--- config.mk ---
export PLATFORM = sky130hd
export DESIGN_NAME = tpio_top
export DESIGN_NICKNAME = d
export VERILOG_FILES = /design/src/logic/tpio_pkg.sv /design/src/logic/tpio_channel.sv /design/src/logic/tpio_top.sv
export SDC_FILE = /design/constraint.sdc
export NUM_CORES = 1
export LEC_CHECK = 0
export ABC_CLOCK_PERIOD_IN_PS = 4200
export BUFFER_PORTS_ARGS = -buffer_cell sky130_fd_sc_hd__clkbuf_2
export CAP_MARGIN = 20
export CORE_ASPECT_RATIO = 0.75
export CORE_MARGIN = 2
export CORE_UTILIZATION = 60
export DETAILED_ROUTE_END_ITERATION = 16
export GPL_ROUTABILITY_DRIVEN = 1
export PLACE_DENSITY = 0.8
export REMOVE_ABC_BUFFERS = 1
export SLEW_MARGIN = 25
export SYNTH_ARGS = -nofsm -noshare
export SYNTH_HDL_FRONTEND = slang
export SYNTH_HIERARCHICAL = 1
export SYNTH_SLANG_ARGS = --single-unit
--- constraint.sdc ---
create_clock -name clk_sys -period 4.2 [get_ports clk_sys]
set_clock_uncertainty 0.05 [all_clocks]
set_input_delay 0.42 -clock clk_sys [delete_from_list [all_inputs] [get_ports clk_sys]]
set_output_delay 0.42 -clock clk_sys [all_outputs]
set_load 0.02 [all_outputs]
--- src/logic/tpio_pkg.sv ---
// Constants shared by the timer pin I/O mode decode block.
package tpio_pkg;
    // Register offsets on the plain register port.
    localparam logic [3:0] OFF_PIN_CTL_LOW_CH0 = 4'h0;
    localparam logic [3:0] OFF_PIN_CTL_CH1 = 4'h1;
    localparam logic [3:0] OFF_TIMER_MODE_CH0 = 4'h2;
    localparam logic [3:0] OFF_GEN_REG_D_CH0 = 4'h3;
    localparam logic [3:0] OFF_GEN_REG_C_CH0 = 4'h4;
    localparam logic [3:0] OFF_GEN_REG_B_CH1 = 4'h5;
    localparam logic [3:0] OFF_STATUS = 4'h6;
    // Field positions.
    localparam int FLD_HI_LSB = 4;
    localparam int FLD_LO_LSB = 0;
    localparam int BIT_BUF_A = 0;
    localparam int BIT_BUF_B = 1;
    // Reset values.
    localparam logic [7:0] RST_PIN_CTL = 8'h00;
    localparam logic [7:0] RST_MODE = 8'h00;
    localparam logic [15:0] RST_GEN_REG = 16'h0000;
    // Pin control field codes.
    localparam logic [3:0] CODE_OFF_LO = 4'h0;
    localparam logic [3:0] CODE_OFF_HI = 4'h4;
    localparam logic [3:0] CODE_CAP_RISE = 4'h8;
    localparam logic [3:0] CODE_CAP_FALL = 4'h9;
    // Compare actions held in the low two bits of an output code.
    localparam logic [1:0] ACT_LOW = 2'h1;
    localparam logic [1:0] ACT_HIGH = 2'h2;
    localparam logic [1:0] ACT_TOGGLE = 2'h3;
endpackage : tpio_pkg

--- src/logic/tpio_channel.sv ---
// One general register with its timer pin, steered by a 4-bit pin control field.
module tpio_channel #(
    parameter int WIDTH = 16
) (
    // Clock and reset.
    input wire logic clk_sys,
    input wire logic rst,
    // Configuration.
    input wire logic [3:0] pin_ctl,
    input wire logic buffer_mode,
    input wire logic ctl_written,
    // Counter and software access to the general register.
    input wire logic [WIDTH-1:0] counter,
    input wire logic gen_wr,
    input wire logic [WIDTH-1:0] gen_wdata,
    // Synchronised pin level.
    input wire logic pin_in_s,
    // Results.
    output logic [WIDTH-1:0] gen_q,
    output logic pin_out_q,
    output logic pin_oe_n_q,
    output logic capture_q,
    output logic match_q
);
    logic pin_prev_q;
    logic is_capture;
    logic is_output;
    logic rise;
    logic fall;
    logic cap_evt;
    logic cmp_evt;
    logic ctl_written_q;

    // Decode the field; buffer mode disables both functions.
    assign is_capture = !buffer_mode && pin_ctl[3] && !pin_ctl[2];
    assign is_output = !buffer_mode && !pin_ctl[3] && (pin_ctl[1:0] != 2'h0);
    assign rise = pin_in_s && !pin_prev_q;
    assign fall = !pin_in_s && pin_prev_q;

    // Select the capture edge from the field.
    always_comb begin
        cap_evt = 1'b0;
        if (is_capture) begin
            if (pin_ctl == tpio_pkg::CODE_CAP_RISE) begin
                cap_evt = rise;
            end else if (pin_ctl == tpio_pkg::CODE_CAP_FALL) begin
                cap_evt = fall;
            end else begin
                cap_evt = rise || fall;
            end
        end
    end

    assign cmp_evt = is_output && (counter == gen_q);

    // Previous pin level for edge detection; the pin is this channel's own.
    always_ff @(posedge clk_sys) begin
        if (rst) begin
            pin_prev_q <= 1'b0;
        end else begin
            pin_prev_q <= pin_in_s;
        end
    end

    // The field register takes a write at the strobe's own edge, so the initial level
    // is applied one edge later, once the new code is visible here.
    always_ff @(posedge clk_sys) begin
        if (rst) begin
            ctl_written_q <= 1'b0;
        end else begin
            ctl_written_q <= ctl_written;
        end
    end

    // General register: software write, or counter latched on capture.
    always_ff @(posedge clk_sys) begin
        if (rst) begin
            gen_q <= tpio_pkg::RST_GEN_REG;
        end else if (cap_evt) begin
            gen_q <= counter;
        end else if (gen_wr) begin
            gen_q <= gen_wdata;
        end
    end

    // Event pulses for status.
    always_ff @(posedge clk_sys) begin
        if (rst) begin
            capture_q <= 1'b0;
            match_q <= 1'b0;
        end else begin
            capture_q <= cap_evt;
            match_q <= cmp_evt;
        end
    end

    // Pin drive: initial level on a field write, then the compare action.
    always_ff @(posedge clk_sys) begin
        if (rst) begin
            pin_out_q <= 1'b0;
            pin_oe_n_q <= 1'b1;
        end else begin
            pin_oe_n_q <= !is_output;
            if (ctl_written_q || !is_output) begin
                pin_out_q <= pin_ctl[2];
            end else if (cmp_evt) begin
                case (pin_ctl[1:0])
                    tpio_pkg::ACT_LOW: pin_out_q <= 1'b0;
                    tpio_pkg::ACT_HIGH: pin_out_q <= 1'b1;
                    tpio_pkg::ACT_TOGGLE: pin_out_q <= !pin_out_q;
                    default: pin_out_q <= pin_out_q;
                endcase
            end
        end
    end
endmodule : tpio_channel

--- src/logic/tpio_top.sv ---
// Timer pin I/O mode decode: control registers, counter and three pin channels.
//
// Contract
// - Codes 0001 to 0011 drive the pin low as the initial level.
// - Codes 0101 to 0111 drive the pin high as the initial level.
// - Output codes ending 01 drive the pin low on each compare match.
// - Output codes ending 10 drive the pin high on each compare match.
// - Output codes ending 11 invert the pin on each compare match.
// - Code 1000 captures the counter on a rising pin edge.
// - Code 1001 captures the counter on a falling pin edge.
// - Codes 101x capture on both edges and software never writes 11xx.
// - Register D of channel 0 captures from its own pin.
// - Register C of channel 0 captures from its own pin.
// - Register B of channel 1 captures from its own pin.
// - With buffer mode B set, register D does neither capture nor compare.
// - With buffer mode A set, register C does neither capture nor compare.
// - Channel 0 low control holds the D field in bits 7:4 and C in bits 3:0.
// - Channel 1 control holds the B field in bits 7:4.
module tpio_top #(
    parameter int WIDTH = 16
) (
    // Clock and reset.
    input wire logic clk_sys,
    input wire logic rst,
    // Register port.
    input wire logic [3:0] reg_addr,
    input wire logic [15:0] reg_wdata,
    input wire logic reg_wr,
    input wire logic reg_rd,
    output logic [15:0] reg_rdata_q,
    // Timer pins, three signals each.
    input wire logic timer_pin_d_ch0_in,
    output logic timer_pin_d_ch0_out,
    output logic timer_pin_d_ch0_oe_n,
    input wire logic timer_pin_c_ch0_in,
    output logic timer_pin_c_ch0_out,
    output logic timer_pin_c_ch0_oe_n,
    input wire logic timer_pin_b_ch1_in,
    output logic timer_pin_b_ch1_out,
    output logic timer_pin_b_ch1_oe_n
);
    logic [7:0] pin_control_low_ch0_q;
    logic [7:0] pin_control_ch1_q;
    logic [7:0] timer_mode_reg_ch0_q;
    logic [WIDTH-1:0] counter_q;
    logic [2:0] sync1_q;
    logic [2:0] sync2_q;
    logic wr_ctl0;
    logic wr_ctl1;
    logic wr_mode;
    logic [WIDTH-1:0] gen_d;
    logic [WIDTH-1:0] gen_c;
    logic [WIDTH-1:0] gen_b;
    logic [2:0] cap_evt;
    logic [2:0] match_evt;
    logic [5:0] status_q;
    logic status_rd;

    // Write decode, and the status read decode.
    assign wr_ctl0 = reg_wr && (reg_addr == tpio_pkg::OFF_PIN_CTL_LOW_CH0);
    assign wr_ctl1 = reg_wr && (reg_addr == tpio_pkg::OFF_PIN_CTL_CH1);
    assign wr_mode = reg_wr && (reg_addr == tpio_pkg::OFF_TIMER_MODE_CH0);
    assign status_rd = reg_rd && (reg_addr == tpio_pkg::OFF_STATUS);

    // Control registers.
    always_ff @(posedge clk_sys) begin
        if (rst) begin
            pin_control_low_ch0_q <= tpio_pkg::RST_PIN_CTL;
            pin_control_ch1_q <= tpio_pkg::RST_PIN_CTL;
            timer_mode_reg_ch0_q <= tpio_pkg::RST_MODE;
        end else begin
            if (wr_ctl0) begin
                pin_control_low_ch0_q <= reg_wdata[7:0];
            end
            if (wr_ctl1) begin
                pin_control_ch1_q <= reg_wdata[7:0];
            end
            if (wr_mode) begin
                timer_mode_reg_ch0_q <= reg_wdata[7:0];
            end
        end
    end

    // Free running up counter shared by all channels.
    always_ff @(posedge clk_sys) begin
        if (rst) begin
            counter_q <= '0;
        end else begin
            counter_q <= counter_q + 1'b1;
        end
    end

    // Two-stage synchronisers for the pin inputs.
    always_ff @(posedge clk_sys) begin
        if (rst) begin
            sync1_q <= 3'h0;
            sync2_q <= 3'h0;
        end else begin
            sync1_q <= {timer_pin_b_ch1_in, timer_pin_c_ch0_in, timer_pin_d_ch0_in};
            sync2_q <= sync1_q;
        end
    end

    // Register D of channel 0, high field of the low control register.
    tpio_channel #(.WIDTH(WIDTH)) u_ch0_d (
        .clk_sys(clk_sys),
        .rst(rst),
        .pin_ctl(pin_control_low_ch0_q[tpio_pkg::FLD_HI_LSB +: 4]),
        .buffer_mode(timer_mode_reg_ch0_q[tpio_pkg::BIT_BUF_B]),
        .ctl_written(wr_ctl0),
        .counter(counter_q),
        .gen_wr(reg_wr && (reg_addr == tpio_pkg::OFF_GEN_REG_D_CH0)),
        .gen_wdata(reg_wdata[WIDTH-1:0]),
        .pin_in_s(sync2_q[0]),
        .gen_q(gen_d),
        .pin_out_q(timer_pin_d_ch0_out),
        .pin_oe_n_q(timer_pin_d_ch0_oe_n),
        .capture_q(cap_evt[0]),
        .match_q(match_evt[0])
    );

    // Register C of channel 0, low field of the low control register.
    tpio_channel #(.WIDTH(WIDTH)) u_ch0_c (
        .clk_sys(clk_sys),
        .rst(rst),
        .pin_ctl(pin_control_low_ch0_q[tpio_pkg::FLD_LO_LSB +: 4]),
        .buffer_mode(timer_mode_reg_ch0_q[tpio_pkg::BIT_BUF_A]),
        .ctl_written(wr_ctl0),
        .counter(counter_q),
        .gen_wr(reg_wr && (reg_addr == tpio_pkg::OFF_GEN_REG_C_CH0)),
        .gen_wdata(reg_wdata[WIDTH-1:0]),
        .pin_in_s(sync2_q[1]),
        .gen_q(gen_c),
        .pin_out_q(timer_pin_c_ch0_out),
        .pin_oe_n_q(timer_pin_c_ch0_oe_n),
        .capture_q(cap_evt[1]),
        .match_q(match_evt[1])
    );

    // Register B of channel 1, high field of its control register.
    tpio_channel #(.WIDTH(WIDTH)) u_ch1_b (
        .clk_sys(clk_sys),
        .rst(rst),
        .pin_ctl(pin_control_ch1_q[tpio_pkg::FLD_HI_LSB +: 4]),
        .buffer_mode(1'b0),
        .ctl_written(wr_ctl1),
        .counter(counter_q),
        .gen_wr(reg_wr && (reg_addr == tpio_pkg::OFF_GEN_REG_B_CH1)),
        .gen_wdata(reg_wdata[WIDTH-1:0]),
        .pin_in_s(sync2_q[2]),
        .gen_q(gen_b),
        .pin_out_q(timer_pin_b_ch1_out),
        .pin_oe_n_q(timer_pin_b_ch1_oe_n),
        .capture_q(cap_evt[2]),
        .match_q(match_evt[2])
    );

    // Sticky event flags, cleared by reading; a new event wins over the clear.
    always_ff @(posedge clk_sys) begin
        if (rst) begin
            status_q <= 6'h00;
        end else begin
            status_q <= (status_rd ? 6'h00 : status_q) | {match_evt, cap_evt};
        end
    end

    // Read data one cycle after the strobe; unmapped addresses read zero.
    always_ff @(posedge clk_sys) begin
        if (rst) begin
            reg_rdata_q <= 16'h0000;
        end else if (reg_rd) begin
            case (reg_addr)
                tpio_pkg::OFF_PIN_CTL_LOW_CH0: reg_rdata_q <= {8'h00, pin_control_low_ch0_q};
                tpio_pkg::OFF_PIN_CTL_CH1: reg_rdata_q <= {8'h00, pin_control_ch1_q};
                tpio_pkg::OFF_TIMER_MODE_CH0: reg_rdata_q <= {8'h00, timer_mode_reg_ch0_q};
                tpio_pkg::OFF_GEN_REG_D_CH0: reg_rdata_q <= 16'(gen_d);
                tpio_pkg::OFF_GEN_REG_C_CH0: reg_rdata_q <= 16'(gen_c);
                tpio_pkg::OFF_GEN_REG_B_CH1: reg_rdata_q <= 16'(gen_b);
                tpio_pkg::OFF_STATUS: reg_rdata_q <= {10'h000, status_q};
                default: reg_rdata_q <= 16'h0000;
            endcase
        end else begin
            reg_rdata_q <= 16'h0000;
        end
    end
endmodule : tpio_top

==> results of run 1 <==
[kinds of logic (layout without fill, tap and decap cells)]
| family | Yosys count | count (layout) | synth area share (%) |
|---|---|---|---|
| simple gates | 254 | 254 | 19.4 |
| flops | 134 | 134 | 39.6 |
| other cells | 1 | 3 | 0.0554 |
| mux | 86 | 86 | 13.1 |
| buf+inv | 59 | 101 | 4.64 |
| compound gates | 108 | 108 | 11.8 |
| xor+xnor | 61 | 61 | 7.90 |
| fa+ha+maj | 19 | 19 | 3.51 |
[placed cells by master, fill, tap and decap left out, types with 6 or more instances in the layout]
| cell type | synthesis | layout |
|---|---|---|
| dfxtp_1 | 134 | 134 |
| nor2_1 | 115 | 114 |
| mux2i_1 | 77 | 77 |
| xnor2_1 | 52 | 52 |
| clkbuf_2 | 0 | 47 |
| a211oi_1 | 43 | 43 |
| nand2_1 | 25 | 25 |
| a21oi_1 | 24 | 24 |
| nor2b_1 | 22 | 22 |
| inv_1 | 20 | 20 |
| ha_1 | 19 | 19 |
| clkbuf_16 | 0 | 17 |
| nand3_1 | 14 | 14 |
| a22oi_1 | 12 | 12 |
| or2_2 | 11 | 11 |
| nand4_1 | 11 | 11 |
| nor3_1 | 10 | 10 |
| xor2_1 | 9 | 9 |
| mux2_2 | 8 | 8 |
| nor3_2 | 7 | 7 |
| nor4_1 | 7 | 7 |
| a211oi_2 | 6 | 6 |
[critical path: stages, from the launching register on]
cell and delay [ns]:
dfxtp_1 0.45, inv_1 0.10, ha_1 0.20, nor2b_1 0.14
o31ai_2 0.23, nand3_2 0.65, nor2_1 0.35, a211oi_1 0.10
[worst paths after layout]
| kind | slack [ns] | cells after the start | endpoint | from |
|---|---|---|---|---|
| min reg2reg | 0.39 | 1 | sync2_q[0] | sync1_q[0] |
| max reg2reg | 1.75 | 7 | u_ch1_b/gen_q[13] | pin_control_ch1_q[5] |
| max | 1.75 | 7 | u_ch1_b/gen_q[13] | pin_control_ch1_q[5] |
| min | 0.16 | 2 | sync1_q[2] | timer_pin_b_ch1_in |
[metal layers]
metal,global-route usage [%],part of all wire [%],up-vias
met4,9.16,1.3,0
met1,40.8,44,2702
met3,8.28,9.5,21
met5,0,0,-
met2,46.2,45,255
li1,-,-,2596
[flip-flops by register name, summed over array words and instances (netlist names), 3 cells and up]
signal	count
timer_mode_reg_ch0_q	8
sync2_q	3
u_ch0_d/gen_q	16
status_q	6
u_ch1_b/gen_q	16
reg_rdata_q	16
pin_control_ch1_q	8
u_ch0_c/gen_q	16
pin_control_low_ch0_q	8
counter_q	16
sync1_q	3
[area by class of cell]
class,count,area (µm²),share of cell area (%)
inverters,20,75.1,0.993
multi-input cells,531,3790,50.1
repair buffers,49,250,3.31
well taps,140,175,2.32
flip-flops and latches,134,2680,35.5
clock inverters,7,93.8,1.24
clock buffers,25,495,6.56
[synthesized netlist by cell type (12+ instances only)]
| library cell | number |
|---|---|
| clkbuf_1 | 14 |
| a211oi_1 | 43 |
| inv_1 | 20 |
| xnor2_1 | 52 |
| nand2_1 | 25 |
| a22oi_1 | 12 |
| nand3_1 | 14 |
| ha_1 | 19 |
| nor2b_1 | 22 |
| mux2i_1 | 77 |
| a21oi_1 | 24 |
| nor2_1 | 115 |
| dfxtp_1 | 134 |
[power by group]
group          switching [µW]  total [µW]  internal [µW]
registers                23.8        1310           1290
clock network             537        1470            936
logic                     111         172           61.2
[through the flow]
stage / hold WS [ns] / instances / instance area, µm² / setup slack, ns
finish: 0.162 / 906 / 7560 / 1.75
global route: 0.159 / 906 / 7560 / 1.57
CTS: 0.157 / 906 / 7560 / 1.79
detailed placement: 0.377 / 874 / 6970 / 1.54
global placement: 0.368 / 874 / 6960 / 1.44
floorplan: 0.363 / 685 / 6540 / 1.95
==> impl_metrics.ini, run 1 <==
[final_layout]
final_core_util_pct = 69.1
drive_gt1_share_pct = 16.8
num-fill-cells = 835
fin_nets = 799
antenna_cells = 0
syn_to_final_growth_pct = 11.7

[clock_tree]
clk_pin_slew_ns = 0.06
ctsHoldBuffers = 0
post-cts-setup-buffer-count = 0
clk_latency_ns = 0.42
htreeDepth = 4
cts_buffer_depth = 2
clkSinkCount = 134
cts_tree = yes
cts_resized = 0
numCtsBuffers = 17
clock-root-buffer = clkbuf_16

[timing]
final.setup.tns_ns = 0
worstMarginPinSlew_ns = 1.06
maxSlewViolCount = 0
period_minus_slack_ns = 2.45
fmax_ghz = 0.408
grt_setup_unrepaired = no
hold_violations = 0
setup_violations = 0
maxSlewHeadroom_pct = 29.3
fin_crit_sh_pct = 58.3

[grt]
grt_pass1_wl_mm = 27.8
grt.total_usage_pct = 29.8
grt_overflow_total = 0
grt_pass1_vias = 5170
grt_max_degree = 73
antenna_found_initial = 0

[drt]
via_per_inst = 6.15
drt_iter0_drc = 638
drt_wl_total_mm = 17.6
drtPass1Iterations = 8
dr_total_vias = 5574
wl_per_cell_um = 19.4
drc_errors = 0
route.antenna.remaining_nets = 0

[flow_run]
cap_violations = 0

[floorplan]
fp-row-count = 33
die_h_um = 96.0
core_um2 = 10900
die_area_um2 = 12200
ioPinCount = 49
die_w_um = 127
start_util_pct = 61.8

[synthesis]
yosysSeqAreaShare_pct = 39.6
synth_area_leaders = dfxtp_1 40%, mux2i_1 11%, xnor2_1 6.7%
synth-edff-count = 0
synth_cell_type_count = 53
synthArstFlopShare_pct = 0
synth_top_area_share_pct = 39.6
synth_cells = 722
yosys_warnings = 6
synthFlopType = dfxtp_1
syn_area_per_cell_um2 = 9.37
ys_ff_latch = 134
synth_area_um2 = 6770
yosysTopAreaCell = dfxtp_1

[critical_path]
startpoint_type = register
critPathCaptureType = register
cp.required_ns = 4.40
path_max_fanout = 33
critPathArrivalTime_ns = 2.65
path_class = reg2reg

[pwr]
power.density_nw_per_um2 = 391
total_power_uw = 2960
vdd_drop_max_mv = 0.306
leakage_uw = 0.00295

[hold_path]
min_path_type = in2reg

[run_status]
status = finished, final reports clean

[placement]
gpl.final_weighted_congestion = 0.873
io_buffers = 48
place_hpwl_mm = 11.8
Note: power is estimated with default switching activity, not from simulation.
==> run 2: changes to the inputs <==
ABC_CLOCK_PERIOD_IN_PS = 2210   (was 4200)
CORE_UTILIZATION = 55   (was 60)
PLACE_DENSITY = 0.78   (was 0.8)
clock period = 2.21 ns   (was 4.2 ns; I/O delays follow)
==> run 2 against run 1 <==
  * Via count rose by 3.1%
  * Clock power is 97% higher
  * Total power increased by 94%
  * The run now ends with setup timing left
  * Highest routed layer unchanged
  * First-iteration DRC count down 14%
  * Critical path depth is the same
  * Non-clock buffer count grew 28
  * Register-to-register slack worse by 1.8 ns
  * Global-route usage shrank 1.2 points
  * Critical path type unchanged
  * Clock-buffer cell count decreased by 3
  * Setup slack got worse by 1.8 ns
  * Die area is 8.7% higher
==> impl_metrics.ini, run 2 (same netlist as run 1, synthesis figures left out) <==
[run_status]
status = finished, violations left
violations = setup timing

[placement]
place_hpwl_mm = 12.7
gpl.final_weighted_congestion = 0.985
io_buffers = 48
dpl.cell_count = 925
place_area_um2 = 7220

[critical_path]
path_max_fanout = 5
critPathArrivalTime_ns = 2.49
path_class = reg2reg
cp.required_ns = 2.49
critPathCaptureType = register
reg2reg_slack_ns = -0.003
startpoint_type = register

[drt]
drt_wl_total_mm = 18.5
drc_errors = 0
drt_iter0_drc = 549
route.antenna.remaining_nets = 0
wl_per_cell_um = 19.3
drtPass1Iterations = 5
dr_total_vias = 5746
via_per_inst = 5.99

[timing]
maxSlewHeadroom_pct = 63.7
fin_crit_sh_pct = 100
grt_setup_unrepaired = no
period_minus_slack_ns = 2.21
hold_violations = 0
worst_slack_ns = -0.00334
fmax_ghz = 0.452
setup_violations = 1
worstMarginPinSlew_ns = 0.540
maxSlewViolCount = 0
final.setup.tns_ns = -0.00334

[final_layout]
fin_area_um2 = 7880
final_core_util_pct = 64.9
fin_nets = 827
drive_gt1_share_pct = 19.9
final_common_cell = dfxtp_1
final_cell_mix = 132 x dfxtp_1, 114 x nor2_1, 77 x mux2i_1
final_cells = 959
syn_to_final_growth_pct = 16.4
antenna_cells = 0

[clock_tree]
numCtsBuffers = 17
cts_tree = yes
htreeDepth = 4
clock-root-buffer = clkbuf_16
cts_buffer_depth = 2
clk_pin_slew_ns = 0.06
clk_latency_ns = 0.42
clkSinkCount = 134

[pwr]
power.density_nw_per_um2 = 730
leakage_uw = 0.00312
vdd_drop_max_mv = 0.556

[grt]
grt_max_degree = 119
grt.total_usage_pct = 28.7
grt.met3_usage_pct = 8.48
grt_overflow_total = 0
antenna_found_initial = 0
grt_pass1_vias = 5603
grt.busiest_layer = met2
grt_pass1_wl_mm = 29.4
gr-usage-met2_pct = 45.2
met1_usage_pct = 37.5

[floorplan]
start_util_pct = 55.8
die_w_um = 132
ioPinCount = 49
fp-row-count = 35
die_h_um = 100
core_um2 = 12100
die_area_um2 = 13200

[hold_path]
min_path_type = in2reg

[flow_run]
cap_violations = 0
## run 2: changes by cell type in the layout (fill, tap and decap cells not counted), sizes merged
cell         previous run  this run
clkbuf                 72        69
clkinv                  3         6
bufinv                  2         3
dlygate4sd3             0         3
buf                     2        27
clkinvlp                2         0
## run 2: cell type report
type	count	area, µm²
Sequential cell	134	2690
Tap cell	166	208
Clock inverter	9	124
Clock buffer	22	484
Fill cell	1003	4250
Inverter	20	75.1
Timing Repair Buffer	77	505
Multi-Input combinational cell	531	3790
## run 2: path summary, 6_finish.rpt
kind	from	to	cells after the start
max	pin_control_low_ch0_q[0]	u_ch0_c/pin_out_q	7
min	reg_wdata[7]	pin_control_ch1_q[7]	3
max reg2reg	pin_control_low_ch0_q[0]	u_ch0_c/pin_out_q	7
min reg2reg	sync1_q[0]	sync2_q[0]	1
## run 2: through the flow
| stage | hold slack (ns) | total power, µW | worst slack, ns |
|---|---|---|---|
| 5_1_grt | 0.111 | 5920 | 0.00823 |
| 4_1_cts | 0.103 | 5750 | 0.0440 |
| 6_report | 0.105 | 5750 | -0.00334 |
| 3_5_place_dp | 0.373 | 2890 | -0.0787 |
| 2_1_floorplan | 0.236 | 2700 | 0.156 |
| 3_3_place_gp | 0.370 | 2870 | 0.0296 |
## run 2: report_power, final
group	switching [µW]	internal (µW)	total (µW)
logic	224	138	362
clock network	1010	1880	2890
registers	41.8	2450	2490
## run 2: layer usage
metal | part of all wire [%] | vias to the layer above
li1 | - | 2655
met1 | 43 | 2731
met2 | 45 | 317
met3 | 10 | 43
met4 | 2.1 | 0
met5 | 0 | -
## run 2: worst max-delay path, cell delays in order, from the launching register on
cell	delay [ns]
dfxtp_1	0.44
inv_1	0.11
ha_1	0.29
nor3_2	0.27
nand4_1	0.18
nor3_2	0.38
a31oi_1	0.15
nor4_2	0.25
## run 2: repair_timing
action,in CTS,in global routing
gates resized for setup,2,3
endpoints found under the setup margin,1,1
pin swaps,1,3
hold buffers,3,0
buffers inserted,0,0
endpoints found under the hold margin,3,0
==> run 3: changes to the inputs <==
ABC_CLOCK_PERIOD_IN_PS = 2600   (was 2210)
CORE_UTILIZATION = 60   (was 55)
PLACE_DENSITY = 0.8   (was 0.78)
clock period = 2.6 ns   (was 2.21 ns; I/O delays follow)
==> run 3 against run 2 <==
  * Combinational power shrank 17%
  * Register-to-register slack better by 0.40 ns
  * Sequential share of layout area increased by 0.69 points
  * Largest cell class unchanged
  * Sequential power is 15% lower
  * The run now ends clean
  * Clock-buffer cell count down 3
  * Design area down 2.1%
==> impl_metrics.ini, run 3 (same netlist as run 1, synthesis figures left out) <==
[run_status]
status = finished, final reports clean

[timing]
hold_violations = 0
fin_crit_sh_pct = 84.7
fmax_ghz = 0.454
setup_violations = 0
grt_setup_unrepaired = no
maxSlewHeadroom_pct = 47.3
period_minus_slack_ns = 2.20
worstMarginPinSlew_ns = 0.784
final.setup.tns_ns = 0
worst_slack_ns = 0.399
maxSlewViolCount = 0

[final_layout]
fin_nets = 813
drive_gt1_share_pct = 18.6
antenna_cells = 0
final_cells = 920
final_core_util_pct = 70.5
syn_to_final_growth_pct = 14.0
final_common_cell = dfxtp_1
final_cell_mix = 134 x dfxtp_1, 114 x nor2_1, 77 x mux2i_1

[floorplan]
die_area_um2 = 12200
ioPinCount = 49
fp-row-count = 33
die_h_um = 96.0
start_util_pct = 61.8
die_w_um = 127
core_um2 = 10900

[drt]
via_per_inst = 6.23
drtPass1Iterations = 6
drt_wl_total_mm = 18.7
wl_per_cell_um = 20.3
dr_total_vias = 5732
drc_errors = 0
drt_iter0_drc = 848
route.antenna.remaining_nets = 0

[pwr]
total_power_uw = 4990
vdd_drop_max_mv = 0.473
power.density_nw_per_um2 = 647
leakage_uw = 0.00304

[placement]
place_ws_ns = 0.614
dpl.cell_count = 887
gpl.final_weighted_congestion = 0.937
io_buffers = 48
place_hpwl_mm = 12.4

[critical_path]
startpoint_type = register
critPathSlowestCell = dfxtp_1
slowest_delay_ns = 0.62
critPathCaptureType = register
cp.required_ns = 2.87
critPathArrivalTime_ns = 2.48
path_max_fanout = 10
crit_chain = xnor2_1 > nand4_1 > nor3_1 > a31oi_1 > nor4_2
path_class = reg2reg

[grt]
grt_max_degree = 119
antenna_found_initial = 1
grt_overflow_total = 0
grt_pass1_vias = 5452
grt.total_usage_pct = 31.5
grt_pass1_wl_mm = 29.2

[clock_tree]
clkSinkCount = 134
clk_pin_slew_ns = 0.06
cts_buffer_depth = 2
clock-root-buffer = clkbuf_16
ctsHoldBuffers = 1
numCtsBuffers = 17
clk_latency_ns = 0.42
htreeDepth = 4
cts_tree = yes
cts_resized = 0
post-cts-setup-buffer-count = 0

[flow_run]
cap_violations = 0

[hold_path]
min_path_type = in2reg
[run 3: cell count changes in the layout (fill, tap and decap cells not counted), sizes merged]
| cell | before | now |
|---|---|---|
| buf | 27 | 15 |
| bufinv | 3 | 4 |
| clkbuf | 69 | 66 |
| clkinv | 6 | 5 |
| clkinvlp | 0 | 3 |
| dlygate4sd3 | 3 | 1 |
| inv | 20 | 21 |
[run 3: metrics by stage]
| step | instance area, µm² | hold slack [ns] |
|---|---|---|
| after floorplan | 6540 | 0.275 |
| after global placement | 7070 | 0.366 |
| after detailed placement | 7070 | 0.374 |
| after CTS | 7710 | 0.00380 |
| after global routing | 7710 | 0.0336 |
| final | 7710 | 0.0127 |
[run 3: worst paths after layout]
kind	startpoint	endpoint	slack [ns]	depth (start not counted)
max	counter_q[3]	u_ch0_c/pin_out_q	0.40	5
min	timer_pin_c_ch0_in	sync1_q[1]	0.01	2
max reg2reg	counter_q[3]	u_ch0_c/pin_out_q	0.40	5
min reg2reg	sync1_q[2]	sync2_q[2]	0.40	1
[run 3: layer usage]
metal  wire length [µm]  vias up  GRT usage [%]
li1                   -     2622              -
met1               7760     2756           42.3
met2               8370      309           48.1
met3               2090       43           9.39
met4                416        2           12.5
met5                 12        -              0
[run 3: power by group]
group          internal (µW)  leakage (µW)  switching [µW]
clock network           1650      0.000305             916
registers               2080       0.00108            38.8
logic                    108       0.00166             193
[run 3: cell type report]
type | count | area, µm²
Timing Repair Buffer | 63 | 370
Inverter | 20 | 75.1
Sequential cell | 134 | 2680
Clock inverter | 13 | 176
Multi-Input combinational cell | 531 | 3780
Clock buffer | 19 | 453
Fill cell | 799 | 3230
Tap cell | 140 | 175
[run 3: worst max-delay path, delay by kind of cell (launching register included)]
kind	cells	cell delay [ns]
xor+xnor	1	0.19
simple gates	3	1.04
flops	1	0.62
compound gates	1	0.20
